--- src/pin_mux_pkg.sv ---
// Constants, variants and carrier types for the pin-function mux.
// Assumes an APB master with 32-bit data and a 12-bit byte address.
`default_nettype none

package pin_mux_pkg;

    // Device variants; the reduced and single-bit ones have fewer implemented bits
    typedef enum logic [1:0] {
        VARIANT_FULL,
        VARIANT_REDUCED,
        VARIANT_SMALLEST,
        VARIANT_SINGLE_BIT
    } variant_e;

    // Register byte offsets
    localparam logic [11:0] OFS_PORT_E = 12'h000;
    localparam logic [11:0] OFS_PORT_F = 12'h004;
    localparam logic [11:0] OFS_PORT_G = 12'h008;
    localparam logic [11:0] OFS_PORT_H = 12'h00C;
    localparam logic [11:0] OFS_SPECIAL = 12'h010;
    localparam logic [11:0] OFS_SPECIAL_TWO = 12'h014;
    localparam logic [11:0] OFS_PORT_B = 12'h018;

    // Values after reset and implemented-bit masks
    localparam logic [7:0] RST_PORT_FS = 8'hFF;
    localparam logic [7:0] RST_SPECIAL = 8'h00;
    localparam logic [7:0] RST_SPECIAL_TWO = 8'h00;
    localparam logic [7:0] RST_PORT_B = 8'h00;
    localparam logic [7:0] MASK_ALL = 8'hFF;
    localparam logic [7:0] MASK_PORT_H_REDUCED = 8'h0F;
    localparam logic [7:0] MASK_SPECIAL_TWO = 8'h3F;
    localparam logic [7:0] MASK_SPECIAL_TWO_SINGLE = 8'h07;
    localparam logic [7:0] MASK_PORT_B = 8'hF0;

    // Field positions in the special route register
    localparam int unsigned STD_TIMER_CLK_ROUTE_BIT = 7;
    localparam int unsigned PTIMER0_CLK_ROUTE_BIT = 6;
    localparam int unsigned COMPACT_TIMER_CLK_ROUTE_BIT = 5;
    localparam int unsigned EXT_IRQ1_ROUTE_BIT = 4;

    // Field positions in the second special route register
    localparam int unsigned PORTA_LINE4_SELECT = 5;
    localparam int unsigned PORTB_LINE4_HIGH_SELECT = 4;
    localparam int unsigned PORTB_LINE5_HIGH_SELECT = 3;
    localparam int unsigned PORTB_LINE7_LOW_SELECT = 2;
    localparam int unsigned PORTB_LINE6_LOW_SELECT = 1;
    localparam int unsigned PTIMER1_CLK_ROUTE_BIT = 0;

    // Pad levels read back from the shared pins
    typedef struct packed {
        logic pb6;
        logic pd3;
        logic pd2;
        logic pd1;
        logic pd0;
        logic pa4;
        logic pa2;
        logic pa0;
    } pad_in_s;

    // Timer outputs offered to the pins
    typedef struct packed {
        logic periodic_timer1_out_inv;
        logic periodic_timer1_out;
        logic periodic_timer0_out_inv;
        logic periodic_timer0_out;
        logic compact_timer_out_two;
    } timer_out_s;

    // Routed inputs handed to the peripherals
    typedef struct packed {
        logic standard_timer_ext_clock;
        logic periodic_timer0_ext_clock;
        logic periodic_timer1_ext_clock;
        logic compact_timer_ext_clock;
        logic external_irq_line_one;
        logic external_irq_line_zero;
        logic uart_rx;
    } periph_in_s;

    // Analog connections of the shared pins
    typedef struct packed {
        logic analog_input_five;
        logic analog_input_zero;
        logic analog_input_one;
        logic analog_input_two;
        logic adc_reference_input;
        logic adc_reference_output;
    } analog_en_s;

endpackage

`default_nettype wire

--- src/pin_function_select_mux.sv ---
// Pin-function mux for ports E to H, port D specials, port B and PA4.
// Assumes an APB master on i_clock and pads outside this clock domain.
//
// What this block does
// - Port E select bit 1 gives segment 15..8 on lines 7..0, else GPIO.
// - Port F select bit 1 gives segment 23..16 on lines 7..0, else GPIO.
// - Port G select bit 1 gives segment 31..24 on lines 7..0, else GPIO.
// - Port H select bit 1 gives segment 39..32 on lines 7..0, else GPIO.
// - Reduced variant keeps port H bits 3..0 only; upper bits read zero.
// - Route bit 7 takes standard timer clock from PA2 or PD2; smallest variant always PA2.
// - Route bit 6 takes periodic timer 0 clock from PA0 or PD3.
// - Route bit 5 takes compact timer clock from PA2 or PD1.
// - Route bit 4 takes external interrupt one from PA0 or PD0.
// - Route bits 3..0 put timer outputs instead of segments on PD7..PD4.
// - Smallest variant: route bit 7 puts compact output two on PD2.
// - Second route bit 0 takes periodic timer 1 clock from PA4 or PD0.
// - Second route bit 5 makes PA4 analog input five, else digital.
// - PB4 code 00 GPIO, 01 timer 0, 10 reference in, 11 GPIO.
// - PB5 code 00 GPIO, 01 timer 0 inverted, 10 reference out, 11 AN0.
// - PB7 code 00 GPIO, 01 AN2, 10 timer 1 inverted, 11 UART transmit.
// - PB6 code 00 GPIO, 01 AN1, 10 timer 1, 11 UART receive.
// - Single-bit variant chooses timer 1 outputs or UART on PB7, PB6.
// - Second route register bits 7 and 6 always read zero.
// - Port B select bits 7..4 reset to zero and pair with route bits.
//
// The implementer's own choices: the register addresses and the APB register port.
`timescale 1ns/1ps
`default_nettype none

module pin_function_select_mux #(
    parameter pin_mux_pkg::variant_e VARIANT = pin_mux_pkg::VARIANT_FULL
) (
    // Clock and reset
    input wire logic i_clock,
    input wire logic i_resetn,
    // APB slave
    input wire logic i_psel,
    input wire logic i_penable,
    input wire logic i_pwrite,
    input wire logic [11:0] i_paddr,
    input wire logic [31:0] i_pwdata,
    output logic [31:0] o_prdata,
    output logic o_pready,
    output logic o_pslverr,
    // Pads and peripheral sources
    input wire pin_mux_pkg::pad_in_s i_pad_in,
    input wire logic [39:0] i_lcd_seg,
    input wire pin_mux_pkg::timer_out_s i_timer_out,
    input wire logic i_uart_tx,
    // Port data drivers
    input wire logic [31:0] i_gpio_out_eh,
    input wire logic [31:0] i_gpio_oe_eh,
    input wire logic [3:0] i_gpio_out_pb_hi,
    input wire logic [3:0] i_gpio_oe_pb_hi,
    input wire logic i_gpio_out_pa4,
    input wire logic i_gpio_oe_pa4,
    // Pad drive
    output logic [31:0] o_pad_out_eh,
    output logic [31:0] o_pad_oe_eh,
    output logic [3:0] o_pad_out_pb_hi,
    output logic [3:0] o_pad_oe_pb_hi,
    output logic o_pad_out_pa4,
    output logic o_pad_oe_pa4,
    output logic [7:0] o_pd_drive,
    // Routed peripheral inputs and analog switches
    output pin_mux_pkg::periph_in_s o_periph_in,
    output pin_mux_pkg::analog_en_s o_analog_en
);

    localparam logic IS_REDUCED =
        (VARIANT == pin_mux_pkg::VARIANT_REDUCED);
    localparam logic IS_SMALLEST =
        (VARIANT == pin_mux_pkg::VARIANT_SMALLEST);
    localparam logic IS_SINGLE =
        (VARIANT == pin_mux_pkg::VARIANT_SINGLE_BIT);
    localparam logic [7:0] PORT_H_MASK = IS_REDUCED ?
        pin_mux_pkg::MASK_PORT_H_REDUCED : pin_mux_pkg::MASK_ALL;
    localparam logic [7:0] SPECIAL_TWO_MASK = IS_SINGLE ?
        pin_mux_pkg::MASK_SPECIAL_TWO_SINGLE :
        pin_mux_pkg::MASK_SPECIAL_TWO;
    localparam logic [7:0] PORT_H_RST =
        pin_mux_pkg::RST_PORT_FS & PORT_H_MASK;

    // Registers
    logic [7:0] port_e_function_select_ff;
    logic [7:0] port_f_function_select_ff;
    logic [7:0] port_g_function_select_ff;
    logic [7:0] port_h_function_select_ff;
    logic [7:0] special_route_select_ff;
    logic [7:0] special_route_select_two_ff;
    logic [7:0] port_b_function_select_ff;

    // Pad synchroniser stages
    logic [7:0] sync1_ff;
    logic [7:0] sync2_ff;
    logic [7:0] sync3_ff;
    logic [7:0] pad_filt_ff;
    logic [7:0] nxt_pad_filt;
    pin_mux_pkg::pad_in_s pad;

    // Bus decode
    logic hit_e;
    logic hit_f;
    logic hit_g;
    logic hit_h;
    logic hit_sp;
    logic hit_sp2;
    logic hit_b;
    logic hit_any;
    logic setup_phase;
    logic wr_go;
    logic [7:0] wdata;
    logic [7:0] rd_byte;

    assign hit_e = (i_paddr == pin_mux_pkg::OFS_PORT_E);
    assign hit_f = (i_paddr == pin_mux_pkg::OFS_PORT_F);
    assign hit_g = (i_paddr == pin_mux_pkg::OFS_PORT_G);
    assign hit_h = (i_paddr == pin_mux_pkg::OFS_PORT_H);
    assign hit_sp = (i_paddr == pin_mux_pkg::OFS_SPECIAL);
    assign hit_sp2 = (i_paddr == pin_mux_pkg::OFS_SPECIAL_TWO);
    assign hit_b = (i_paddr == pin_mux_pkg::OFS_PORT_B);
    assign hit_any = hit_e | hit_f | hit_g | hit_h | hit_sp | hit_sp2
        | hit_b;
    assign setup_phase = i_psel & ~i_penable;
    assign wr_go = i_psel & i_penable & i_pwrite & o_pready;
    assign wdata = i_pwdata[7:0];

    assign rd_byte = hit_e ? port_e_function_select_ff :
        hit_f ? port_f_function_select_ff :
        hit_g ? port_g_function_select_ff :
        hit_h ? port_h_function_select_ff :
        hit_sp ? special_route_select_ff :
        hit_sp2 ? special_route_select_two_ff :
        hit_b ? port_b_function_select_ff : 8'h00;

    // APB answer one cycle after setup
    always_ff @(posedge i_clock or negedge i_resetn) begin
        if (!i_resetn) begin
            o_pready <= 1'b0;
            o_prdata <= 32'h0000_0000;
            o_pslverr <= 1'b0;
        end else if (setup_phase) begin
            o_pready <= 1'b1;
            o_prdata <= {24'h00_0000, rd_byte};
            o_pslverr <= ~hit_any;
        end else begin
            o_pready <= 1'b0;
        end
    end

    // Register next values
    logic [7:0] nxt_port_e;
    logic [7:0] nxt_port_f;
    logic [7:0] nxt_port_g;
    logic [7:0] nxt_port_h;
    logic [7:0] nxt_special;
    logic [7:0] nxt_special_two;
    logic [7:0] nxt_port_b;

    assign nxt_port_e = (wr_go & hit_e) ? wdata : port_e_function_select_ff;
    assign nxt_port_f = (wr_go & hit_f) ? wdata : port_f_function_select_ff;
    assign nxt_port_g = (wr_go & hit_g) ? wdata : port_g_function_select_ff;
    assign nxt_port_h = ((wr_go & hit_h) ? wdata : port_h_function_select_ff)
        & PORT_H_MASK;
    assign nxt_special = (wr_go & hit_sp) ? wdata : special_route_select_ff;
    assign nxt_special_two = ((wr_go & hit_sp2) ? wdata
        : special_route_select_two_ff) & SPECIAL_TWO_MASK;
    assign nxt_port_b = ((wr_go & hit_b) ? wdata : port_b_function_select_ff)
        & pin_mux_pkg::MASK_PORT_B;

    always_ff @(posedge i_clock or negedge i_resetn) begin
        if (!i_resetn) begin
            port_e_function_select_ff <= pin_mux_pkg::RST_PORT_FS;
            port_f_function_select_ff <= pin_mux_pkg::RST_PORT_FS;
            port_g_function_select_ff <= pin_mux_pkg::RST_PORT_FS;
            port_h_function_select_ff <= PORT_H_RST;
        end else begin
            port_e_function_select_ff <= nxt_port_e;
            port_f_function_select_ff <= nxt_port_f;
            port_g_function_select_ff <= nxt_port_g;
            port_h_function_select_ff <= nxt_port_h;
        end
    end

    always_ff @(posedge i_clock or negedge i_resetn) begin
        if (!i_resetn) begin
            special_route_select_ff <= pin_mux_pkg::RST_SPECIAL;
            special_route_select_two_ff <= pin_mux_pkg::RST_SPECIAL_TWO;
            port_b_function_select_ff <= pin_mux_pkg::RST_PORT_B;
        end else begin
            special_route_select_ff <= nxt_special;
            special_route_select_two_ff <= nxt_special_two;
            port_b_function_select_ff <= nxt_port_b;
        end
    end

    // Pad inputs: three stages, change taken when stages two and three agree
    assign nxt_pad_filt = (~(sync2_ff ^ sync3_ff) & sync3_ff)
        | ((sync2_ff ^ sync3_ff) & pad_filt_ff);
    assign pad = pad_filt_ff;

    always_ff @(posedge i_clock or negedge i_resetn) begin
        if (!i_resetn) begin
            sync1_ff <= 8'h00;
            sync2_ff <= 8'h00;
            sync3_ff <= 8'h00;
            pad_filt_ff <= 8'h00;
        end else begin
            sync1_ff <= i_pad_in;
            sync2_ff <= sync1_ff;
            sync3_ff <= sync2_ff;
            pad_filt_ff <= nxt_pad_filt;
        end
    end

    // Ports E to H: segment or GPIO per bit
    logic [31:0] sel_eh;
    logic [31:0] nxt_pad_out_eh;
    logic [31:0] nxt_pad_oe_eh;

    assign sel_eh = {port_h_function_select_ff, port_g_function_select_ff,
        port_f_function_select_ff, port_e_function_select_ff};

    genvar gi;
    generate
        for (gi = 0; gi < 32; gi = gi + 1) begin : g_seg
            assign nxt_pad_out_eh[gi] = sel_eh[gi] ? i_lcd_seg[gi + 8]
                : i_gpio_out_eh[gi];
            assign nxt_pad_oe_eh[gi] = sel_eh[gi] | i_gpio_oe_eh[gi];
        end
    endgenerate

    // Port D special functions
    logic [3:0] pd_timer;
    logic [7:0] nxt_pd_drive;

    assign pd_timer = {i_timer_out.periodic_timer1_out_inv,
        i_timer_out.periodic_timer1_out,
        i_timer_out.periodic_timer0_out_inv,
        i_timer_out.periodic_timer0_out};
    assign nxt_pd_drive[7:4] = (special_route_select_ff[3:0] & pd_timer)
        | (~special_route_select_ff[3:0] & i_lcd_seg[7:4]);
    assign nxt_pd_drive[3] = i_lcd_seg[3];
    assign nxt_pd_drive[2] = (IS_SMALLEST
        & special_route_select_ff[pin_mux_pkg::STD_TIMER_CLK_ROUTE_BIT])
        ? i_timer_out.compact_timer_out_two : i_lcd_seg[2];
    assign nxt_pd_drive[1:0] = i_lcd_seg[1:0];

    // Port B upper lines: two-bit codes
    logic [1:0] pb4_code;
    logic [1:0] pb5_code;
    logic [1:0] pb6_code;
    logic [1:0] pb7_code;
    logic [3:0] nxt_pb_out;
    logic [3:0] nxt_pb_oe;
    logic [1:0] analog_off;

    assign pb4_code = {special_route_select_two_ff[
        pin_mux_pkg::PORTB_LINE4_HIGH_SELECT],
        port_b_function_select_ff[4]};
    assign pb5_code = {special_route_select_two_ff[
        pin_mux_pkg::PORTB_LINE5_HIGH_SELECT],
        port_b_function_select_ff[5]};
    assign pb6_code = {port_b_function_select_ff[6],
        special_route_select_two_ff[
        pin_mux_pkg::PORTB_LINE6_LOW_SELECT]};
    assign pb7_code = {port_b_function_select_ff[7],
        special_route_select_two_ff[
        pin_mux_pkg::PORTB_LINE7_LOW_SELECT]};
    assign analog_off = IS_SINGLE ? 2'b11 : 2'b00;

    // PB4
    assign nxt_pb_out[0] = (pb4_code == 2'b01)
        ? i_timer_out.periodic_timer0_out
        : (pb4_code == 2'b10) ? 1'b0 : i_gpio_out_pb_hi[0];
    assign nxt_pb_oe[0] = (pb4_code == 2'b01) ? 1'b1
        : (pb4_code == 2'b10) ? 1'b0 : i_gpio_oe_pb_hi[0];
    // PB5
    assign nxt_pb_out[1] = (pb5_code == 2'b01)
        ? i_timer_out.periodic_timer0_out_inv
        : (pb5_code == 2'b00) ? i_gpio_out_pb_hi[1] : 1'b0;
    assign nxt_pb_oe[1] = (pb5_code == 2'b01) ? 1'b1
        : (pb5_code == 2'b00) ? i_gpio_oe_pb_hi[1] : 1'b0;
    // PB6: 11 is the UART receive input
    assign nxt_pb_out[2] = (pb6_code == 2'b10)
        ? i_timer_out.periodic_timer1_out
        : (pb6_code == 2'b00 || (pb6_code == 2'b01 && analog_off[0]))
        ? i_gpio_out_pb_hi[2] : 1'b0;
    assign nxt_pb_oe[2] = (pb6_code == 2'b10) ? 1'b1
        : (pb6_code == 2'b00 || (pb6_code == 2'b01 && analog_off[0]))
        ? i_gpio_oe_pb_hi[2] : 1'b0;
    // PB7
    assign nxt_pb_out[3] = (pb7_code == 2'b10)
        ? i_timer_out.periodic_timer1_out_inv
        : (pb7_code == 2'b11) ? i_uart_tx
        : (pb7_code == 2'b00 || analog_off[1])
        ? i_gpio_out_pb_hi[3] : 1'b0;
    assign nxt_pb_oe[3] = (pb7_code == 2'b10 || pb7_code == 2'b11) ? 1'b1
        : (pb7_code == 2'b00 || analog_off[1])
        ? i_gpio_oe_pb_hi[3] : 1'b0;

    // PA4 and analog switches
    logic pa4_analog;
    pin_mux_pkg::analog_en_s nxt_analog;

    assign pa4_analog =
        special_route_select_two_ff[pin_mux_pkg::PORTA_LINE4_SELECT];
    assign nxt_analog.analog_input_five = pa4_analog;
    assign nxt_analog.analog_input_zero = (pb5_code == 2'b11);
    assign nxt_analog.analog_input_one = (pb6_code == 2'b01) & ~IS_SINGLE;
    assign nxt_analog.analog_input_two = (pb7_code == 2'b01) & ~IS_SINGLE;
    assign nxt_analog.adc_reference_input = (pb4_code == 2'b10);
    assign nxt_analog.adc_reference_output = (pb5_code == 2'b10);

    // Peripheral input routing
    pin_mux_pkg::periph_in_s nxt_periph;

    assign nxt_periph.standard_timer_ext_clock = (~IS_SMALLEST
        & special_route_select_ff[pin_mux_pkg::STD_TIMER_CLK_ROUTE_BIT])
        ? pad.pd2 : pad.pa2;
    assign nxt_periph.periodic_timer0_ext_clock =
        special_route_select_ff[pin_mux_pkg::PTIMER0_CLK_ROUTE_BIT]
        ? pad.pd3 : pad.pa0;
    assign nxt_periph.compact_timer_ext_clock =
        special_route_select_ff[pin_mux_pkg::COMPACT_TIMER_CLK_ROUTE_BIT]
        ? pad.pd1 : pad.pa2;
    assign nxt_periph.external_irq_line_one =
        special_route_select_ff[pin_mux_pkg::EXT_IRQ1_ROUTE_BIT]
        ? pad.pd0 : pad.pa0;
    assign nxt_periph.periodic_timer1_ext_clock =
        special_route_select_two_ff[pin_mux_pkg::PTIMER1_CLK_ROUTE_BIT]
        ? pad.pd0 : pad.pa4;
    assign nxt_periph.external_irq_line_zero = pa4_analog ? 1'b0
        : pad.pa4;
    assign nxt_periph.uart_rx = (pb6_code == 2'b11) ? pad.pb6 : 1'b1;

    // Registered pin-side outputs
    always_ff @(posedge i_clock or negedge i_resetn) begin
        if (!i_resetn) begin
            o_pad_out_eh <= 32'h0000_0000;
            o_pad_oe_eh <= 32'h0000_0000;
            o_pd_drive <= 8'h00;
        end else begin
            o_pad_out_eh <= nxt_pad_out_eh;
            o_pad_oe_eh <= nxt_pad_oe_eh;
            o_pd_drive <= nxt_pd_drive;
        end
    end

    always_ff @(posedge i_clock or negedge i_resetn) begin
        if (!i_resetn) begin
            o_pad_out_pb_hi <= 4'h0;
            o_pad_oe_pb_hi <= 4'h0;
            o_pad_out_pa4 <= 1'b0;
            o_pad_oe_pa4 <= 1'b0;
        end else begin
            o_pad_out_pb_hi <= nxt_pb_out;
            o_pad_oe_pb_hi <= nxt_pb_oe;
            o_pad_out_pa4 <= pa4_analog ? 1'b0 : i_gpio_out_pa4;
            o_pad_oe_pa4 <= pa4_analog ? 1'b0 : i_gpio_oe_pa4;
        end
    end

    always_ff @(posedge i_clock or negedge i_resetn) begin
        if (!i_resetn) begin
            o_periph_in <= 7'h01;
            o_analog_en <= 6'h00;
        end else begin
            o_periph_in <= nxt_periph;
            o_analog_en <= nxt_analog;
        end
    end

endmodule

`default_nettype wire

--- config.mk ---
export PLATFORM = sky130hd
export DESIGN_NAME = pin_function_select_mux
export DESIGN_NICKNAME = d
export VERILOG_FILES = /design/src/pin_mux_pkg.sv /design/src/pin_function_select_mux.sv
export SDC_FILE = /design/constraint.sdc
export NUM_CORES = 1
export LEC_CHECK = 0
export ABC_AREA = 1
export ABC_CLOCK_PERIOD_IN_PS = 1700
export BUFFER_PORTS_ARGS = -buffer_cell sky130_fd_sc_hd__buf_2
export CORE_MARGIN = 1
export CORE_UTILIZATION = 45
export CTS_BUF_LIST = sky130_fd_sc_hd__clkbuf_16
export CTS_CLUSTER_DIAMETER = 40
export DETAILED_ROUTE_END_ITERATION = 7
export GPL_TIMING_DRIVEN = 0
export HOLD_SLACK_MARGIN = 0.08
export PLACE_DENSITY = 0.76
export SETUP_SLACK_MARGIN = 0.1
export SKIP_CTS_REPAIR_TIMING = 1
export SLEW_MARGIN = 20
export SYNTH_ARGS = -nofsm -noshare
export SYNTH_HDL_FRONTEND = slang
export SYNTH_SLANG_ARGS = --single-unit
--- constraint.sdc ---
create_clock -name i_clock -period 1.7 [get_ports i_clock]
set_input_delay 0.34 -clock i_clock [delete_from_list [all_inputs] [get_ports i_clock]]
set_output_delay 0.34 -clock i_clock [all_outputs]
set_load 0.01 [all_outputs]
Word level (Yosys, flattened, before mapping):

Index checks and enable logic that the tools add are counted.

* bits in registers: 187
* logic and storage cells: 182

* reduce and logical (&&, ||, !) cells: 5
* mux-type cells: 66
* bitwise logic cells: 60
* equal/unequal tests: 17

Operator list (count)
* 1-bit two-way mux: 59
* 8-bit two-way mux: 7
* 1-bit bitwise OR: 38
* 12-bit by 5-bit == test with 1-bit output (second input constant): 3
* 12-bit by 4-bit == test with 1-bit output (second input constant): 2
* 8-bit AND: 2
* 2-bit == test (second input constant): 7
* 12-bit by 3-bit == test with 1-bit output (second input constant): 1
* 12-bit logical NOT: 1
* 1-bit AND: 11
* 4-bit AND: 2
* 2-bit by 1-bit == test with 1-bit output (second input constant): 4
* 8-bit inverter: 1
* 8-bit bitwise OR: 1
* 8-bit XOR: 1
* 2-bit logical NOT: 3
* 4-bit inverter: 1
* 4-bit bitwise OR: 1
* 1-bit inverter: 2
* 1-bit logical OR: 1

Longest topological paths before layout:

* depth in word-level cells: 8
* gate-level depth with buffers: 12
* depth with buffers taken out: 12

Worst setup path before layout:

OpenSTA, ideal clock, no wires.

* kind: input to register
* start: in i_paddr[2]
* end: reg port_f_function_select_ff[5]
* path slack: 199 ps
* data arrival time: 1421 ps
* buffers on the path: 2
* data required time: 1620 ps
* library setup time: 80 ps
* cell stages on the path: 9
* cell sequence: buf_4 -> inv_2 -> nor2_2 -> nand2_2 -> nor3_4 -> nand2_4 -> buf_6 -> nand2_1 -> o21ai_2

* word-level cells in the longest chain between the ends: 2

RTL lines
* from (decl): RTL line pin_function_select_mux.sv:40 `input wire logic [11:0] i_paddr,`
* 12-bit by 3-bit == test with 1-bit output: RTL line pin_function_select_mux.sv:116 `assign hit_f = (i_paddr == pin_mux_pkg::OFS_PORT_F);`
* 1-bit AND: RTL line pin_function_select_mux.sv:161 `assign nxt_port_f = (wr_go & hit_f) ? wdata : port_f_function_select_ff;`
* to (signal assigned): RTL line pin_function_select_mux.sv:174 `port_f_function_select_ff <= pin_mux_pkg::RST_PORT_FS;`
* to (signal assigned): RTL line pin_function_select_mux.sv:179 `port_f_function_select_ff <= nxt_port_f;`
* to (decl): RTL line pin_function_select_mux.sv:86 `logic [7:0] port_f_function_select_ff;`

No other way between the ends.
A chain may end at the register's enable or synchronous reset.

Final worst setup path:

* start: in i_paddr[7]
* end: reg port_e_function_select_ff[0]

* word-level cells in the longest chain between the ends: 2

RTL lines
* 12-bit logical NOT: RTL line pin_function_select_mux.sv:115 `assign hit_e = (i_paddr == pin_mux_pkg::OFS_PORT_E);`
* 1-bit AND: RTL line pin_function_select_mux.sv:160 `assign nxt_port_e = (wr_go & hit_e) ? wdata : port_e_function_select_ff;`
* to (signal assigned): RTL line pin_function_select_mux.sv:173 `port_e_function_select_ff <= pin_mux_pkg::RST_PORT_FS;`
* to (signal assigned): RTL line pin_function_select_mux.sv:178 `port_e_function_select_ff <= nxt_port_e;`
* to (decl): RTL line pin_function_select_mux.sv:85 `logic [7:0] port_e_function_select_ff;`

No other way between the ends.

==> out/results.txt <==
TritonCTS Buffers -> 17
MaxCap Viol Count -> 0
Total track usage -> 21.8%
Clk slew on worst S/H paths -> 0.07 ns
WP data arrival -> 1.82 ns
Reg2Reg Depth -> 5
Max clock buf depth -> 2
Post-synth ARST share -> 100%
Layout cells sized above 1 -> 44.9%
Die ar. -> 16700 um2
Critical path class -> in2reg
R2r setup slk -> 0.27 ns
Critical Path RT -> 2.05 ns
Clock Sinks -> 187
I/O pins -> 306
Diode count -> 0
Final HPWL DP -> 13.2 mm
Iteration-0 DRC Markers -> 292
Largest delay contributor family on the critical path -> simple AND/OR/NAND/NOR gates
Worst slew margin -> 45.1%
Top-area cell type share of the netlist area -> 53.0%
Register area share after synthesis -> 65.0%
RR Endpoint -> port_h_function_select_ff[0]$_DFFE_PN1P_
Initial Util -> 45.9%
GP Congestion -> 0.859
Vias post-DR -> 5581
Final hold slack -> -0.0858 ns
Die Height -> 129 um
Distinct cells, synth -> 30
CP Launch Type -> input pin
Post-DP Area -> 8940 um2
Vias per std cell -> 4.59
Final wirelength -> 17.7 mm
Count of final setup violators -> 0
Peak VDD IR -> 0.000744 V
Initial antenna violation count -> 0
Largest net degree at the start of global routing -> 101
Placement Setup Slack -> -0.311 ns
Max Freq -> 677 MHz
Final worst-path cycle share -> 86.9%
Critical Path Fanout Max -> 10
Chip width -> 129 um
Post-route non-filler standard cell count -> 1215
Final Max Slew Viols -> 0
Num rows -> 46
DRC errors left -> 0
Max incr delay on CP -> 0.26 ns
Reg-to-Reg Start -> o_pready$_DFF_PN0_
Critical path, cell by cell -> buf_2, nor2_2, nand3_4, nor2_2, nand2_2, inv_2, nand2_2, buf_2, o21ai_1
Synth cell count leaders -> 155 x nand2_1, 154 x dfrtp_1, 47 x nor2_1
Pwr Density -> 974 nW/um2
Core area -> 15800 um2
Yosys top cell by area -> dfrtp_1
Top-count cell post-synth -> nand2_1
Number of port buffers -> 255
Post-route ant nets -> 0
TritonCTS clock tree -> done
Wire per inst -> 14.6 um
Number of synthesized flops with an enable pin -> 0
Buffers plus inverters on the worst setup path -> 3
Worst slew pin tran -> 0.820 ns
Total leakage power -> 4.91 nW
Synth Flop Type -> dfrtp_1
Placed cells -> 1169
Failing checks -> hold timing
Netlist Area Pre-Place -> 7270 um2
H-Tree Depth -> 4
# fillers -> 1341
Nets -> 1163
Final worst slack -> 0.222 ns
Synth top area cells -> dfrtp_1 53%, dfstp_2 12%, nand2_1 8.0%
Tmin final -> 1.48 ns
Overflow after GRT -> 0
Area Growth Syn to Fin -> 33.5%
Outcome -> complete, but fails checks
Yosys Warn Count -> 0
Synth Area per Inst -> 10.8 um2
Design Area, Final -> 9700 um2
Fin Clk Skew -> 0.00857 ns
FF+latch count, synth -> 187
Unrepaired setup endpoints after global routing -> no
First-pass GRT wire length -> 27.1 mm
Post-Synthesis Cells -> 674
Root Buffer -> clkbuf_16
Slowest-stage cell, CP -> nor2_2
Critical path capture point type -> register
Final Hold Viols -> 73
Drt pass-1 iters -> 5
Hold WC Path Type -> in2async
Clock latency on the worst-skew pair -> 0.42 ns
Overall power -> 0.00944 W
Vias in the first global route -> 5347
-- worst max path at each step --
stage,start,endpoint,slack [ns],cells after the start
after detailed placement,i_paddr[7],o_prdata[0]$_DFFE_PN0P_,-0.31,11
after global routing,i_paddr[7],port_e_function_select_ff[0]$_DFFE_PN1P_,0.10,9
after CTS,o_pready$_DFF_PN0_,port_h_function_select_ff[5]$_DFFE_PN1P_,0.06,5
after floorplan,i_paddr[2],port_f_function_select_ff[5]$_DFFE_PN1P_,0.20,9
final,i_paddr[7],port_e_function_select_ff[0]$_DFFE_PN1P_,0.22,9
after global placement,i_resetn,o_pd_drive[0]$_DFF_PN0_,-2.60,1
-- area by class of cell --
class	count	area, um2	share of cell area, %
flip-flops and latches	187	4720	48.7
multi-input cells	425	2220	22.9
repair buffers	270	1460	15.1
clock buffers	17	425	4.39
well taps	216	270	2.79
plain buffers	32	229	2.36
inverters	53	199	2.05
clock inverters	15	171	1.77
-- through the flow --
stage	util (%)	TNS, ns
3_3_place_gp	56.2	-458.00
5_1_grt	61.3	0
6_report	61.3	0
4_1_cts	60.2	0
2_1_floorplan	-	0
3_5_place_dp	56.5	-11.74
-- per-layer routing --
layer,global-route usage (%),routed length [um]
met1,26.2,7430
met2,37.1,8610
met5,0,0
met3,6.44,1300
met4,8.65,358
-- where the power goes --
group / internal [W] / switching, W / total [W]
combinational: 0.000355 / 0.000403 / 0.000758
sequential: 0.00462 / 0.0000535 / 0.00467
clock: 0.00232 / 0.00169 / 0.00401
-- flip-flops by register name, summed over array words and instances, names as in the netlist, 4 cells and up, named ones only --
register,count
o_pd_drive,8
port_b_function_select_ff,4
port_h_function_select_ff,8
o_pad_oe_eh,32
o_pad_oe_pb_hi,4
o_periph_in,7
sync2_ff,8
sync3_ff,8
port_e_function_select_ff,8
port_g_function_select_ff,8
o_pad_out_pb_hi,4
o_analog_en,6
sync1_ff,8
special_route_select_two_ff,6
special_route_select_ff,8
port_f_function_select_ff,8
o_pad_out_eh,32
o_prdata,8
-- kinds of logic after synthesis --
group,after synthesis,share of synthesized area [%]
adders and majority gates,8,1.10
DFF,187,65.0
muxes,23,3.56
AOI/OAI and AO/OA,80,5.98
buffers and inverters,85,5.87
and+or+nand+nor,290,18.5
other,1,0.0516
-- cells in the final DEF (no fill, tap or decap), drive strengths merged, types with 4 or more instances in the layout --
| cell | instances |
|---|---|
| buf | 289 |
| nand2 | 161 |
| dfrtp | 154 |
| o21ai | 68 |
| inv | 58 |
| nor2 | 57 |
| dfstp | 33 |
| or2 | 32 |
| nand3 | 31 |
| conb | 24 |
| mux2 | 23 |
| clkbuf | 18 |
| dlygate4sd3 | 12 |
| a21oi | 10 |
| maj3 | 8 |
| nor3 | 4 |
| clkinv | 4 |
(Power assumes the default switching activity.)
